<file path="config.mk">
export PLATFORM = sky130hd
export DESIGN_NAME = cef_ctrl
export DESIGN_NICKNAME = d
export VERILOG_FILES = /design/src/rtl/cef_pkg.sv /design/src/rtl/cef_ctrl.sv /design/src/rtl/cef_result_sync.sv
export SDC_FILE = /design/constraint.sdc
export NUM_CORES = 1
export LEC_CHECK = 0
export BUFFER_PORTS_ARGS = -buffer_cell sky130_fd_sc_hd__buf_2
export CORE_MARGIN = 2
export CORE_UTILIZATION = 50
export DETAILED_ROUTE_END_ITERATION = 7
export PLACE_DENSITY = 0.74
export SLEW_MARGIN = 20
export SYNTH_ARGS = -nofsm -noshare
export SYNTH_HDL_FRONTEND = slang
export SYNTH_SLANG_ARGS = --single-unit
</file>
<file path="constraint.sdc">
create_clock -name clock -period 1.7 [get_ports clock]
set_input_delay 0.34 -clock clock [delete_from_list [all_inputs] [get_ports clock]]
set_output_delay 0.34 -clock clock [all_outputs]
set_load 0.05 [all_outputs]
</file>
<file path="src/rtl/cef_pkg.sv">
// shared constants and types of the comparator edge-flag controller
package cef_pkg;
    localparam int CMP_COUNT = 2;
    localparam int ADDR_W = 4;
    localparam int DATA_W = 8;
    localparam int SYNC_STAGES = 3;
    // register offsets, one per address; control and select take base plus comparator index
    localparam logic [ADDR_W-1:0] OFS_CTRL_BASE = 4'h0;
    localparam logic [ADDR_W-1:0] OFS_SEL_BASE = 4'h2;
    localparam logic [ADDR_W-1:0] OFS_MIRROR = 4'h4;
    localparam logic [ADDR_W-1:0] OFS_IRQ_STATUS = 4'h5;
    localparam logic [ADDR_W-1:0] OFS_IRQ_CLEAR = 4'h6;
    localparam logic [ADDR_W-1:0] OFS_IRQ_ENABLE = 4'h7;
    // field positions
    localparam int BIT_RISE_EN = 7;
    localparam int BIT_FALL_EN = 6;
    localparam int PLUS_LSB = 4;
    localparam int MINUS_LSB = 0;
    localparam int BIT_RESULT = 6;
    localparam int BIT_INVERT = 4;
    // plus input channel codes
    localparam logic [1:0] PLUS_PIN = 2'h0;
    localparam logic [1:0] PLUS_DAC = 2'h1;
    localparam logic [1:0] PLUS_FIXREF = 2'h2;
    localparam logic [1:0] PLUS_GND = 2'h3;

    typedef struct packed {
        logic [ADDR_W-1:0] addr;
        logic [DATA_W-1:0] wrData;
        logic wr;
        logic rd;
    } cef_bus_t;

    typedef struct packed {
        logic [3:0] plusSel;
        logic [3:0] minusSel;
    } cef_mux_t;

    typedef struct packed {
        logic [SYNC_STAGES-1:0] sync;
        logic stable;
        logic result;
        logic rise;
        logic fall;
    } cef_sync_t;

    typedef struct packed {
        logic [CMP_COUNT-1:0] invert;
        logic [CMP_COUNT-1:0] riseEn;
        logic [CMP_COUNT-1:0] fallEn;
        logic [CMP_COUNT-1:0][1:0] plusField;
        logic [CMP_COUNT-1:0][1:0] minusField;
        logic [CMP_COUNT-1:0] flag;
        logic [CMP_COUNT-1:0] irqEnable;
        logic irq;
        logic [DATA_W-1:0] rdData;
        cef_mux_t [CMP_COUNT-1:0] mux;
    } cef_state_t;

    localparam cef_sync_t SYNC_RST = '0;
    localparam cef_state_t STATE_RST = '0;
endpackage

</file>
<file path="src/rtl/cef_ctrl.sv">
// comparator edge-flag controller: registers, flags, interrupt and input select
// Contract
// - rise enable bit 7 high: a low-to-high result sets that comparator's flag
// - fall enable bit 6 high: a high-to-low result sets that comparator's flag
// - mirror bit 1 always shows comparator two's result; writes there do nothing
// - mirror bit 0 always shows comparator one's result
// - unimplemented register bits read zero and ignore writes
// - mirror bits read zero after any reset
// - result is taken after the polarity stage, inverted when invert bit is one
`timescale 1ns/1ps
module cef_ctrl
    import cef_pkg::*;
(
    input wire logic clock,
    input wire logic sys_rst,
    input wire logic clkEn,
    input wire cef_bus_t busReq,
    input wire logic [CMP_COUNT-1:0] rawResult,
    output logic [DATA_W-1:0] regRdData,
    output logic irq,
    output cef_mux_t [CMP_COUNT-1:0] muxSel
);
    cef_state_t st;
    cef_state_t next_st;
    logic [CMP_COUNT-1:0] result;
    logic [CMP_COUNT-1:0] rise;
    logic [CMP_COUNT-1:0] fall;
    logic [CMP_COUNT-1:0] edgeHit;
    logic [CMP_COUNT-1:0] clearHit;

    function automatic logic hitReg(
        input logic [ADDR_W-1:0] addr,
        input logic [ADDR_W-1:0] base,
        input int idx
    );
        hitReg = (addr == (base + ADDR_W'(idx)));
    endfunction

    function automatic logic [3:0] oneHot(input logic [1:0] field);
        oneHot = 4'h1 << field;
    endfunction

    // one synchroniser and edge detector per comparator
    for (genvar g = 0; g < CMP_COUNT; g++) begin : g_cmp
        cef_result_sync u_sync (
            .clock(clock),
            .sys_rst(sys_rst),
            .clkEn(clkEn),
            .rawResult(rawResult[g]),
            .invert(st.invert[g]),
            .result(result[g]),
            .risePulse(rise[g]),
            .fallPulse(fall[g])
        );
    end

    assign edgeHit = (rise & st.riseEn) | (fall & st.fallEn);
    assign clearHit = (busReq.wr && busReq.addr == OFS_IRQ_CLEAR) ? busReq.wrData[CMP_COUNT-1:0] : '0;

    always_comb begin
        next_st = st;
        // read data stand for one cycle only
        next_st.rdData = 8'h00;
        for (int i = 0; i < CMP_COUNT; i++) begin
            // control register: only the polarity bit is stored
            if (busReq.wr && hitReg(busReq.addr, OFS_CTRL_BASE, i)) begin
                next_st.invert[i] = busReq.wrData[BIT_INVERT];
            end
            // edge enables and input selects; bits 3 and 2 are dropped
            if (busReq.wr && hitReg(busReq.addr, OFS_SEL_BASE, i)) begin
                next_st.riseEn[i] = busReq.wrData[BIT_RISE_EN];
                next_st.fallEn[i] = busReq.wrData[BIT_FALL_EN];
                next_st.plusField[i] = busReq.wrData[PLUS_LSB +: 2];
                next_st.minusField[i] = busReq.wrData[MINUS_LSB +: 2];
            end
            // a new edge wins over a clear in the same cycle
            next_st.flag[i] = (st.flag[i] & ~clearHit[i]) | edgeHit[i];
            next_st.mux[i].plusSel = oneHot(st.plusField[i]);
            next_st.mux[i].minusSel = oneHot(st.minusField[i]);
            if (busReq.rd && hitReg(busReq.addr, OFS_CTRL_BASE, i)) begin
                next_st.rdData[BIT_RESULT] = result[i];
                next_st.rdData[BIT_INVERT] = st.invert[i];
            end
            if (busReq.rd && hitReg(busReq.addr, OFS_SEL_BASE, i)) begin
                next_st.rdData[BIT_RISE_EN] = st.riseEn[i];
                next_st.rdData[BIT_FALL_EN] = st.fallEn[i];
                next_st.rdData[PLUS_LSB +: 2] = st.plusField[i];
                next_st.rdData[MINUS_LSB +: 2] = st.minusField[i];
            end
        end
        if (busReq.wr && busReq.addr == OFS_IRQ_ENABLE) begin
            next_st.irqEnable = busReq.wrData[CMP_COUNT-1:0];
        end
        // mirror and status are read only; upper bits stay zero
        if (busReq.rd) begin
            if (busReq.addr == OFS_MIRROR) begin
                next_st.rdData[CMP_COUNT-1:0] = result;
            end else if (busReq.addr == OFS_IRQ_STATUS) begin
                next_st.rdData[CMP_COUNT-1:0] = st.flag;
            end else if (busReq.addr == OFS_IRQ_ENABLE) begin
                next_st.rdData[CMP_COUNT-1:0] = st.irqEnable;
            end
        end
        next_st.irq = |(next_st.flag & next_st.irqEnable);
    end

    always_ff @(posedge clock or posedge sys_rst) begin
        if (sys_rst) begin
            st <= STATE_RST;
        end else if (clkEn) begin
            st <= next_st;
        end
    end

    assign regRdData = st.rdData;
    assign irq = st.irq;
    assign muxSel = st.mux;

    // per-comparator checks
    for (genvar g = 0; g < CMP_COUNT; g++) begin : g_chk
        property p_rise_sets;
            @(posedge clock) disable iff (sys_rst)
            clkEn && rise[g] && st.riseEn[g] |=> st.flag[g];
        endproperty
        a_rise_sets: assert property (p_rise_sets)
            else $error("enabled rising edge did not set the flag");

        property p_rise_masked;
            @(posedge clock) disable iff (sys_rst)
            clkEn && rise[g] && !st.riseEn[g] && !st.flag[g] |=> !st.flag[g];
        endproperty
        a_rise_masked: assert property (p_rise_masked)
            else $error("disabled rising edge set the flag");

        property p_fall_sets;
            @(posedge clock) disable iff (sys_rst)
            clkEn && fall[g] && st.fallEn[g] |=> st.flag[g];
        endproperty
        a_fall_sets: assert property (p_fall_sets)
            else $error("enabled falling edge did not set the flag");

        property p_fall_masked;
            @(posedge clock) disable iff (sys_rst)
            clkEn && fall[g] && !st.fallEn[g] && !st.flag[g] |=> !st.flag[g];
        endproperty
        a_fall_masked: assert property (p_fall_masked)
            else $error("disabled falling edge set the flag");

        property p_plus_decode;
            @(posedge clock) disable iff (sys_rst)
            clkEn && busReq.wr && busReq.addr == OFS_SEL_BASE + ADDR_W'(g) ##1 clkEn
            |=> muxSel[g].plusSel == (4'h1 << $past(busReq.wrData[PLUS_LSB +: 2], 2));
        endproperty
        a_plus_decode: assert property (p_plus_decode)
            else $error("plus select not decoded from written field");

        property p_minus_decode;
            @(posedge clock) disable iff (sys_rst)
            clkEn && busReq.wr && busReq.addr == OFS_SEL_BASE + ADDR_W'(g) ##1 clkEn
            |=> muxSel[g].minusSel == (4'h1 << $past(busReq.wrData[MINUS_LSB +: 2], 2));
        endproperty
        a_minus_decode: assert property (p_minus_decode)
            else $error("minus select not decoded from written field");

        property p_set_beats_clear;
            @(posedge clock) disable iff (sys_rst)
            clkEn && edgeHit[g] && clearHit[g] |=> st.flag[g];
        endproperty
        a_set_beats_clear: assert property (p_set_beats_clear)
            else $error("edge lost against a clear in the same cycle");

        property p_clear_drops;
            @(posedge clock) disable iff (sys_rst)
            clkEn && clearHit[g] && !edgeHit[g] |=> !st.flag[g];
        endproperty
        a_clear_drops: assert property (p_clear_drops)
            else $error("clear did not drop the flag");

        property p_flag_sticky;
            @(posedge clock) disable iff (sys_rst)
            clkEn && st.flag[g] && !clearHit[g] |=> st.flag[g];
        endproperty
        a_flag_sticky: assert property (p_flag_sticky)
            else $error("flag dropped without a clear");

        property p_flag_needs_edge;
            @(posedge clock) disable iff (sys_rst)
            clkEn && !st.flag[g] && !edgeHit[g] |=> !st.flag[g];
        endproperty
        a_flag_needs_edge: assert property (p_flag_needs_edge)
            else $error("flag set without an enabled edge");

        property p_mux_onehot;
            @(posedge clock) disable iff (sys_rst)
            clkEn |=> $onehot(muxSel[g].plusSel) && $onehot(muxSel[g].minusSel);
        endproperty
        a_mux_onehot: assert property (p_mux_onehot)
            else $error("input select not one-hot");

        property p_ctrl_read;
            @(posedge clock) disable iff (sys_rst)
            clkEn && busReq.rd && busReq.addr == OFS_CTRL_BASE + ADDR_W'(g)
            |=> regRdData[BIT_RESULT] == $past(result[g]) && regRdData[BIT_INVERT] == $past(st.invert[g]);
        endproperty
        a_ctrl_read: assert property (p_ctrl_read)
            else $error("control read differs from result or polarity");

        property p_ctrl_spare_zero;
            @(posedge clock) disable iff (sys_rst)
            clkEn && busReq.rd && busReq.addr == OFS_CTRL_BASE + ADDR_W'(g)
            |=> regRdData[7] == 1'b0 && regRdData[5] == 1'b0 && regRdData[3:0] == 4'h0;
        endproperty
        a_ctrl_spare_zero: assert property (p_ctrl_spare_zero)
            else $error("control register spare bits not zero");

        property p_sel_read;
            @(posedge clock) disable iff (sys_rst)
            clkEn && busReq.rd && busReq.addr == OFS_SEL_BASE + ADDR_W'(g)
            |=> regRdData[BIT_RISE_EN] == $past(st.riseEn[g]) && regRdData[BIT_FALL_EN] == $past(st.fallEn[g])
                && regRdData[PLUS_LSB +: 2] == $past(st.plusField[g])
                && regRdData[MINUS_LSB +: 2] == $past(st.minusField[g]);
        endproperty
        a_sel_read: assert property (p_sel_read)
            else $error("select read differs from stored fields");

        property p_sel_write;
            @(posedge clock) disable iff (sys_rst)
            clkEn && busReq.wr && busReq.addr == OFS_SEL_BASE + ADDR_W'(g)
            |=> st.riseEn[g] == $past(busReq.wrData[BIT_RISE_EN])
                && st.fallEn[g] == $past(busReq.wrData[BIT_FALL_EN]);
        endproperty
        a_sel_write: assert property (p_sel_write)
            else $error("edge enables not stored");

        property p_invert_write;
            @(posedge clock) disable iff (sys_rst)
            clkEn && busReq.wr && busReq.addr == OFS_CTRL_BASE + ADDR_W'(g)
            |=> st.invert[g] == $past(busReq.wrData[BIT_INVERT]);
        endproperty
        a_invert_write: assert property (p_invert_write)
            else $error("polarity bit not stored");
    end

    property p_mirror_two;
        @(posedge clock) disable iff (sys_rst)
        clkEn && busReq.rd && busReq.addr == OFS_MIRROR |=> regRdData[1] == $past(result[1]);
    endproperty
    a_mirror_two: assert property (p_mirror_two)
        else $error("mirror bit 1 differs from comparator two");

    property p_mirror_one;
        @(posedge clock) disable iff (sys_rst)
        clkEn && busReq.rd && busReq.addr == OFS_MIRROR |=> regRdData[0] == $past(result[0]);
    endproperty
    a_mirror_one: assert property (p_mirror_one)
        else $error("mirror bit 0 differs from comparator one");

    property p_mirror_upper_zero;
        @(posedge clock) disable iff (sys_rst)
        clkEn && busReq.rd && busReq.addr == OFS_MIRROR |=> regRdData[7:2] == 6'h00;
    endproperty
    a_mirror_upper_zero: assert property (p_mirror_upper_zero)
        else $error("mirror upper bits not zero");

    property p_sel_gap_zero;
        @(posedge clock) disable iff (sys_rst)
        clkEn && busReq.rd && (busReq.addr == OFS_SEL_BASE || busReq.addr == OFS_SEL_BASE + 4'h1)
        |=> regRdData[3:2] == 2'h0;
    endproperty
    a_sel_gap_zero: assert property (p_sel_gap_zero)
        else $error("select register bits 3 and 2 not zero");

    property p_mirror_reset;
        @(posedge clock) disable iff (sys_rst)
        $past(sys_rst) |-> result == 2'h0 && st.flag == 2'h0;
    endproperty
    a_mirror_reset: assert property (p_mirror_reset)
        else $error("mirror not zero after reset");

    property p_irq_level;
        @(posedge clock) disable iff (sys_rst)
        irq == |(st.flag & st.irqEnable);
    endproperty
    a_irq_level: assert property (p_irq_level)
        else $error("interrupt line disagrees with enabled flags");

    property p_idle_read_zero;
        @(posedge clock) disable iff (sys_rst)
        clkEn && !busReq.rd |=> regRdData == 8'h00;
    endproperty
    a_idle_read_zero: assert property (p_idle_read_zero)
        else $error("read data not zero outside a read answer");

    property p_freeze;
        @(posedge clock) disable iff (sys_rst)
        !clkEn |=> $stable(st);
    endproperty
    a_freeze: assert property (p_freeze)
        else $error("state moved while the clock enable was low");

    property p_mirror_write_ignored;
        @(posedge clock) disable iff (sys_rst)
        clkEn && busReq.wr && busReq.addr == OFS_MIRROR
        |=> $stable(st.invert) && $stable(st.riseEn) && $stable(st.fallEn) && $stable(st.irqEnable)
            && $stable(st.plusField) && $stable(st.minusField);
    endproperty
    a_mirror_write_ignored: assert property (p_mirror_write_ignored)
        else $error("write to the mirror changed a setting");

    property p_unmapped_write_ignored;
        @(posedge clock) disable iff (sys_rst)
        clkEn && busReq.wr && busReq.addr[ADDR_W-1]
        |=> $stable(st.invert) && $stable(st.riseEn) && $stable(st.fallEn) && $stable(st.irqEnable)
            && $stable(st.plusField) && $stable(st.minusField);
    endproperty
    a_unmapped_write_ignored: assert property (p_unmapped_write_ignored)
        else $error("write to an unmapped address changed a setting");

    property p_unmapped_read_zero;
        @(posedge clock) disable iff (sys_rst)
        clkEn && busReq.rd && (busReq.addr[ADDR_W-1] || busReq.addr == OFS_IRQ_CLEAR) |=> regRdData == 8'h00;
    endproperty
    a_unmapped_read_zero: assert property (p_unmapped_read_zero)
        else $error("unmapped or write-only address read not zero");

    property p_status_read;
        @(posedge clock) disable iff (sys_rst)
        clkEn && busReq.rd && busReq.addr == OFS_IRQ_STATUS
        |=> regRdData == {6'h00, $past(st.flag)};
    endproperty
    a_status_read: assert property (p_status_read)
        else $error("status read differs from the flags");

    property p_enable_read;
        @(posedge clock) disable iff (sys_rst)
        clkEn && busReq.rd && busReq.addr == OFS_IRQ_ENABLE
        |=> regRdData == {6'h00, $past(st.irqEnable)};
    endproperty
    a_enable_read: assert property (p_enable_read)
        else $error("enable read differs from the stored enables");

    property p_enable_write;
        @(posedge clock) disable iff (sys_rst)
        clkEn && busReq.wr && busReq.addr == OFS_IRQ_ENABLE
        |=> st.irqEnable == $past(busReq.wrData[CMP_COUNT-1:0]);
    endproperty
    a_enable_write: assert property (p_enable_write)
        else $error("interrupt enables not stored");
endmodule

</file>
<file path="src/rtl/cef_result_sync.sv">
// synchroniser, polarity stage and edge detector for one comparator output
`timescale 1ns/1ps
module cef_result_sync
    import cef_pkg::*;
(
    input wire logic clock,
    input wire logic sys_rst,
    input wire logic clkEn,
    input wire logic rawResult,
    input wire logic invert,
    output logic result,
    output logic risePulse,
    output logic fallPulse
);
    cef_sync_t st;
    cef_sync_t next_st;

    always_comb begin
        next_st = st;
        next_st.sync = {st.sync[SYNC_STAGES-2:0], rawResult};
        // accept a new level once the last two stages agree
        if (st.sync[1] == st.sync[2]) begin
            next_st.stable = st.sync[2];
        end
        next_st.result = next_st.stable ^ invert;
        next_st.rise = ~st.result & next_st.result;
        next_st.fall = st.result & ~next_st.result;
    end

    always_ff @(posedge clock or posedge sys_rst) begin
        if (sys_rst) begin
            st <= SYNC_RST;
        end else if (clkEn) begin
            st <= next_st;
        end
    end

    assign result = st.result;
    assign risePulse = st.rise;
    assign fallPulse = st.fall;

    property p_polarity;
        @(posedge clock) disable iff (sys_rst)
        clkEn && st.sync[1] == st.sync[2] |=> st.result == ($past(st.sync[2]) ^ $past(invert));
    endproperty
    a_polarity: assert property (p_polarity)
        else $error("result does not follow settled level and polarity");

    property p_hold_while_unsettled;
        @(posedge clock) disable iff (sys_rst)
        clkEn && st.sync[1] != st.sync[2] && $stable(invert) |=> $stable(st.result);
    endproperty
    a_hold_while_unsettled: assert property (p_hold_while_unsettled)
        else $error("result changed before the synchroniser settled");
endmodule

</file>
==> results of run 1 <==
[state kept, by name, summed over array words and instances, names as in the netlist]
signal / flops
st: 18
muxSel: 16
regRdData: 6
g_cmp.u_sync.next_st: 4
g_cmp.u_sync.st: 4
g_cmp.u_sync.fallPulse: 2
g_cmp.u_sync.result: 2
g_cmp.u_sync.risePulse: 2
irq: 1
[power by group through the flow]
stage	combinational (mW)	clock [mW]	sequential, mW
final	1.05	0.830	1.79
after detailed placement	1.05	0	1.81
after global placement	1.03	0	1.80
after CTS	1.06	0.852	1.79
after floorplan	0.920	0	1.78
after global routing	1.14	0.912	1.83
[cells by family (layout without fill, tap and decap cells)]
logic type / Yosys count / count (layout)
buffers and inverters: 56 / 79
xor gates and xnor gates: 2 / 2
AOI/OAI and AO/OA: 47 / 47
DFF: 55 / 55
muxes: 31 / 31
and+or+nand+nor: 61 / 61
other: 1 / 2
adders and majority gates: 2 / 2
[worst max-delay path, stage by stage (launching register included)]
cell and delay (ps):
dfrtp_1 430, maj3_1 370, xnor2_1 270, nor2_1 60
mux2_2 260
[per-layer routing]
metal | vias to the layer above | track usage
li1 | 901 | -
met1 | 886 | 0.2467
met2 | 43 | 0.2828
met3 | 10 | 0.03793
met4 | 0 | 0.06140
met5 | - | 0
[synth_stat cells, drive strengths merged]
cell type  number  area [sq um]
nand4           2         12.51
inv            21         78.83
o221ai          1         8.760
a31oi           1         6.260
o311ai          1         8.760
nor3b           1         7.510
nor2           16         60.06
a21oi           9         45.04
nand2b          4         25.02
a21o            2         15.01
a21boi          2         15.01
o21ai          18         90.09
dfrtp          55          1376
nand4bb         1         27.53
buf            31         217.7
or2b            1         7.510
or3             1         6.260
a221oi          2         17.52
mux4            2         45.04
maj3            2         20.02
nand3b          6         45.04
o22ai           6         37.54
nand2           9         33.78
mux2i           2         20.02
clkbuf          4         15.01
xnor2           2         17.52
conb            1         3.750
nor3            5         25.02
and3b           1         10.01
mux2           27         322.8
and3            2         12.51
nor2b           1         6.260
or3b            1         8.760
nand3          10         50.05
a22o            4         35.03
o21a            1         7.510
[final cells by class]
type,instances,share of cell area
timing repair buffer,51,0.1030
inverter,21,0.02616
clock buffer,6,0.02409
sequential,55,0.4568
clock inverter,1,0.009967
tap,70,0.02907
multi-input combinational,145,0.3509
[worst min path at each step]
stage / slack, ps / startpoint / end
after floorplan: 470 / st[28] / st[28]
after global placement: 410 / sys_rst / muxSel[13]
after detailed placement: 420 / sys_rst / muxSel[15]
after CTS: 80 / sys_rst / muxSel[15]
after global routing: 80 / sys_rst / muxSel[4]
final: 70 / sys_rst / muxSel[13]
[through the flow]
| step | worst slack [ps] | utilization |
|---|---|---|
| after floorplan | 17.07 | - |
| after global placement | 68.39 | 0.5591 |
| after detailed placement | 38.49 | 0.5591 |
| after CTS | 188.4 | 0.5788 |
| after global routing | 100.2 | 0.5788 |
| final | 198.3 | 0.5788 |
==> metrics, run 1 <==
final net count=~300; XOR/XNOR share of the synthesized area=0.006390; post-DP HPWL=3541 um; # IOs=44; core area=5205 sq um; critical path data arrival time=roughly 1700 ps; Setup crit end=g_cmp[1].u_sync.risePulse; fmax=665.9 MHz; Critical Path End Type=flop; Post-DP Area=2910 sq um; Die Width=approximately 78 um; Hold WS=around 73 ps; Seq cells post-synth=55; leading cell type in the layout, fill and taps excluded=dfrtp_1; Routed WL=5011 um; hold buffer count at cts=0; layout cell share with drive strength beyond 1=0.3190; DRC violations left=0; Die Ht=about 78 um; post-route antenna net violation count=0; HP Class=input pin to async pin; clk sinks=55; initial antenna violation count=0; number of buffers added for setup after CTS=0; Bufs on Longest Clock Path=2; P_leak=1.407 nW; vias per std cell=between 5 and 6; register area=approximately 1400 sq um; part of the power in combinational logic=0.285; H-tree Lvls=2; RSZ-0062 raised after global routing=no; P per Cell Area=1218 nW/um^2; vias=1840; Psw=1.271 mW; CTS tree=built; die footprint=around 6100 sq um; Routed met3 length=198 um; Peak VDD IR=0.5386 mV; grt total ovfl=0; Synth Cell Area=around 2700 sq um; clock root cell=clkbuf_8; mux cell area share after synthesis=0.1415; met1 wire length=2316 um; ant diodes=0; FF-to-FF setup slack=200 ps; Max FO, Critical Path=5; combinational family with the most area after synthesis=multiplexers; startpoint types=flop; first drt pass iteration count=4; Post-CTS Resized=0; Ys Warns=0; Worst EP required=1890 ps; setup_tns=0 ps; post-synthesis sequential area ratio=0.5021; status=finished clean; DR WL/cell=roughly 14 um; final period utilization=0.8833; sw frac=0.3463; most frequent cells in the layout=dfrtp_1 (55), buf_2 (39), mux2_2 (22); Rows=26; final hold violations=0; IO Port Bufs=39; Final Non-Filler Cells=between 300 and 400; Worst-Skew Late Latency=300 ps; CTS Buf Count=5; Int Power=2.399 mW; Fillers=466; CP startpoint=g_cmp[1].u_sync.next_st[6]; fraction of the mapped netlist area in adder cells=0.007303; Slew Limit Fails=0; first-pass GRT wire length=8459 um; overall power=about 3.7 mW; synthesized area per cell=10.75 sq um; Worst Skew=4.150 ps; pin count of the biggest net entering global routing=56; final instance area=3013 sq um; simple-gate share of the synthesized area=0.1232; clock power share=0.226; maxcap violations=0; placed instance count=approximately 340; gr usage total=0.1788; Final min period=~1500 ps; routability cong.=0.8411; initial core utilization=0.5267; uppermost routed layer=met4; R2R cell count=4; CP Class=flop to flop; vias in the first global route=1724; multi-input logic area=1057 sq um; Flop pwr share=0.489; DR iter-0 viols=about 120; Final Setup Violations=0; FF-to-FF End=g_cmp[1].u_sync.risePulse; RR Startpoint=g_cmp[1].u_sync.next_st[6]; Compound-Gate Fraction of Synth Area=0.1045; clk slew on worst S/H paths=approximately 90 ps; Post-Synthesis Cells=255; met2 WL post-DR=about 2400 um; Layout area overhead=9.904%; Yosys cell types=40
Note: power is estimated with default switching activity, not from simulation.
==> run 2, diff against run 1 <==
--- a/config.mk
+++ b/config.mk
@@ -6,7 +6,6 @@
 export NUM_CORES = 1
 export LEC_CHECK = 0
 export BUFFER_PORTS_ARGS = -buffer_cell sky130_fd_sc_hd__buf_2
-export CORE_MARGIN = 2
 export CORE_UTILIZATION = 50
 export DETAILED_ROUTE_END_ITERATION = 7
 export PLACE_DENSITY = 0.74
==> metrics, run 2 (same netlist as run 1, synthesis figures left out) <==
placed instance count=343; core area=~5200 sq um; Top Family by Delay on Critical Path=flip-flops; WP depth=4; die footprint=5783 sq um; gr usage total=0.1880; vias per std cell=5.134; Final Non-Filler Cells=351; DP Worst Slack=-33.00 ps; Final min period=1493 ps; clk slew on worst S/H paths=110 ps; RSZ-0062 raised after global routing=no; Post-DP Area=2918 sq um; first drt pass iteration count=4; most frequent cells in the layout=dfrtp_1 (55), buf_2 (39), mux2_2 (22); Layout area overhead=10.63%; fmax=669.6 MHz; R2R cell count=4; initial core utilization=0.5267; post-route antenna net violation count=0; DR iter-0 viols=54; Bufs on Longest Clock Path=2; CP max stage delay=430 ps; status=finished clean; register name with the most flops=st; ant diodes=0; crit path buf inv count=0; final period utilization=0.8784; FF-to-FF setup slack=210 ps; overall power=3.702 mW; Peak VDD IR=approximately 0.74 mV; Rows=26; setup ws final=206.7 ps; H-tree Lvls=2; RR Startpoint=g_cmp[0].u_sync.next_st[6]; number of buffers added for setup after CTS=0; final hold violations=0; hold buffer count at cts=0; Die Width=76.05 um; initial antenna violation count=0; Setup crit end=g_cmp[0].u_sync.risePulse; DR WL/cell=14.01 um; P per Cell Area=approximately 1200 nW/um^2; DRC violations left=0; Post-CTS Resized=0; vias=1802; P_leak=1.415 nW; CTS Buf Count=5; number of flip-flops in the largest register=18; first-pass GRT wire length=between 8000 and 9000 um; startpoint types=flop; Routed WL=4918 um; CTS tree=built; leading cell type in the layout, fill and taps excluded=dfrtp_1; Max FO, Critical Path=5; layout cell share with drive strength beyond 1=0.3274; final net count=299; Worst EP required=1900 ps; FF-to-FF End=g_cmp[0].u_sync.risePulse; Crit-path slowest cell=dfrtp_1; clock root cell=clkbuf_8; clk sinks=between 50 and 60; CP Class=flop to flop; final instance area=3033 sq um; maxcap violations=0; grt total ovfl=0; critical path data arrival time=1690 ps; Worst Skew=13.71 ps; HP Class=input pin to async pin; vias in the first global route=1823; CP startpoint=g_cmp[0].u_sync.next_st[6]; # IOs=44; Die Ht=76.05 um; pin count of the biggest net entering global routing=56; Final Setup Violations=0; critical path, cell by cell=maj3_1 > xnor2_1 > nor2_1 > mux2_2; Slew Limit Fails=0; post-DP HPWL=3578 um; Worst-Skew Late Latency=between 300 and 400 ps; setup_tns=0 ps; Critical Path End Type=flop; routability cong.=0.8796; IO Port Bufs=39
[run 2: changes by cell type in the layout (fill, tap and decap cells not counted)]
cell / change
inv_6: +1
buf_4: +1
clkinvlp_4: +1
clkbuf_1: -1
[run 2: worst min-delay path by stage]
stage | cells past startpoint | start | endpoint | slack (ps)
after floorplan | 1 | st[28] | st[28] | 470
after detailed placement | 3 | sys_rst | muxSel[13] | 410
after global placement | 3 | sys_rst | muxSel[13] | 410
after CTS | 3 | sys_rst | muxSel[13] | 60
final | 3 | sys_rst | muxSel[15] | 50
after global routing | 3 | sys_rst | muxSel[13] | 60
[run 2: routing by layer]
layer / part of all wire / up-vias / track usage / routed length [um]
met5: 0 / - / 0 / 0
met4: 0.013 / 0 / 0.05769 / 64
met3: 0.041 / 5 / 0.04671 / 201
met2: 0.48 / 34 / 0.2973 / 2374
met1: 0.46 / 858 / 0.2568 / 2278
li1: - / 905 / - / -
[run 2: power by group]
group / internal, mW / switching, mW
logic: 0.395 / 0.647
clock network: 0.444 / 0.431
registers: 1.57 / 0.213
[run 2: stage by stage]
stage,hold slack (ps),util
2_1_floorplan,465.8,-
3_3_place_gp,410.6,0.5606
3_5_place_dp,413.6,0.5606
4_1_cts,59.53,0.5827
5_1_grt,56.44,0.5827
6_report,49.72,0.5827
[run 2: final cells by class]
cell class | instances | area [sq um]
well taps | 70 | 87.58
flip-flops and latches | 55 | 1376
multi-input cells | 145 | 1057
repair buffers | 52 | 317.8
fillers | 437 | 2172
inverters | 21 | 78.83
clock buffers | 5 | 68.82
clock inverters | 3 | 46.29
[run 2: tightest hold or removal path: stages]
cell,delay (ps)
buf_2,100
inv_2,60
buf_12,270
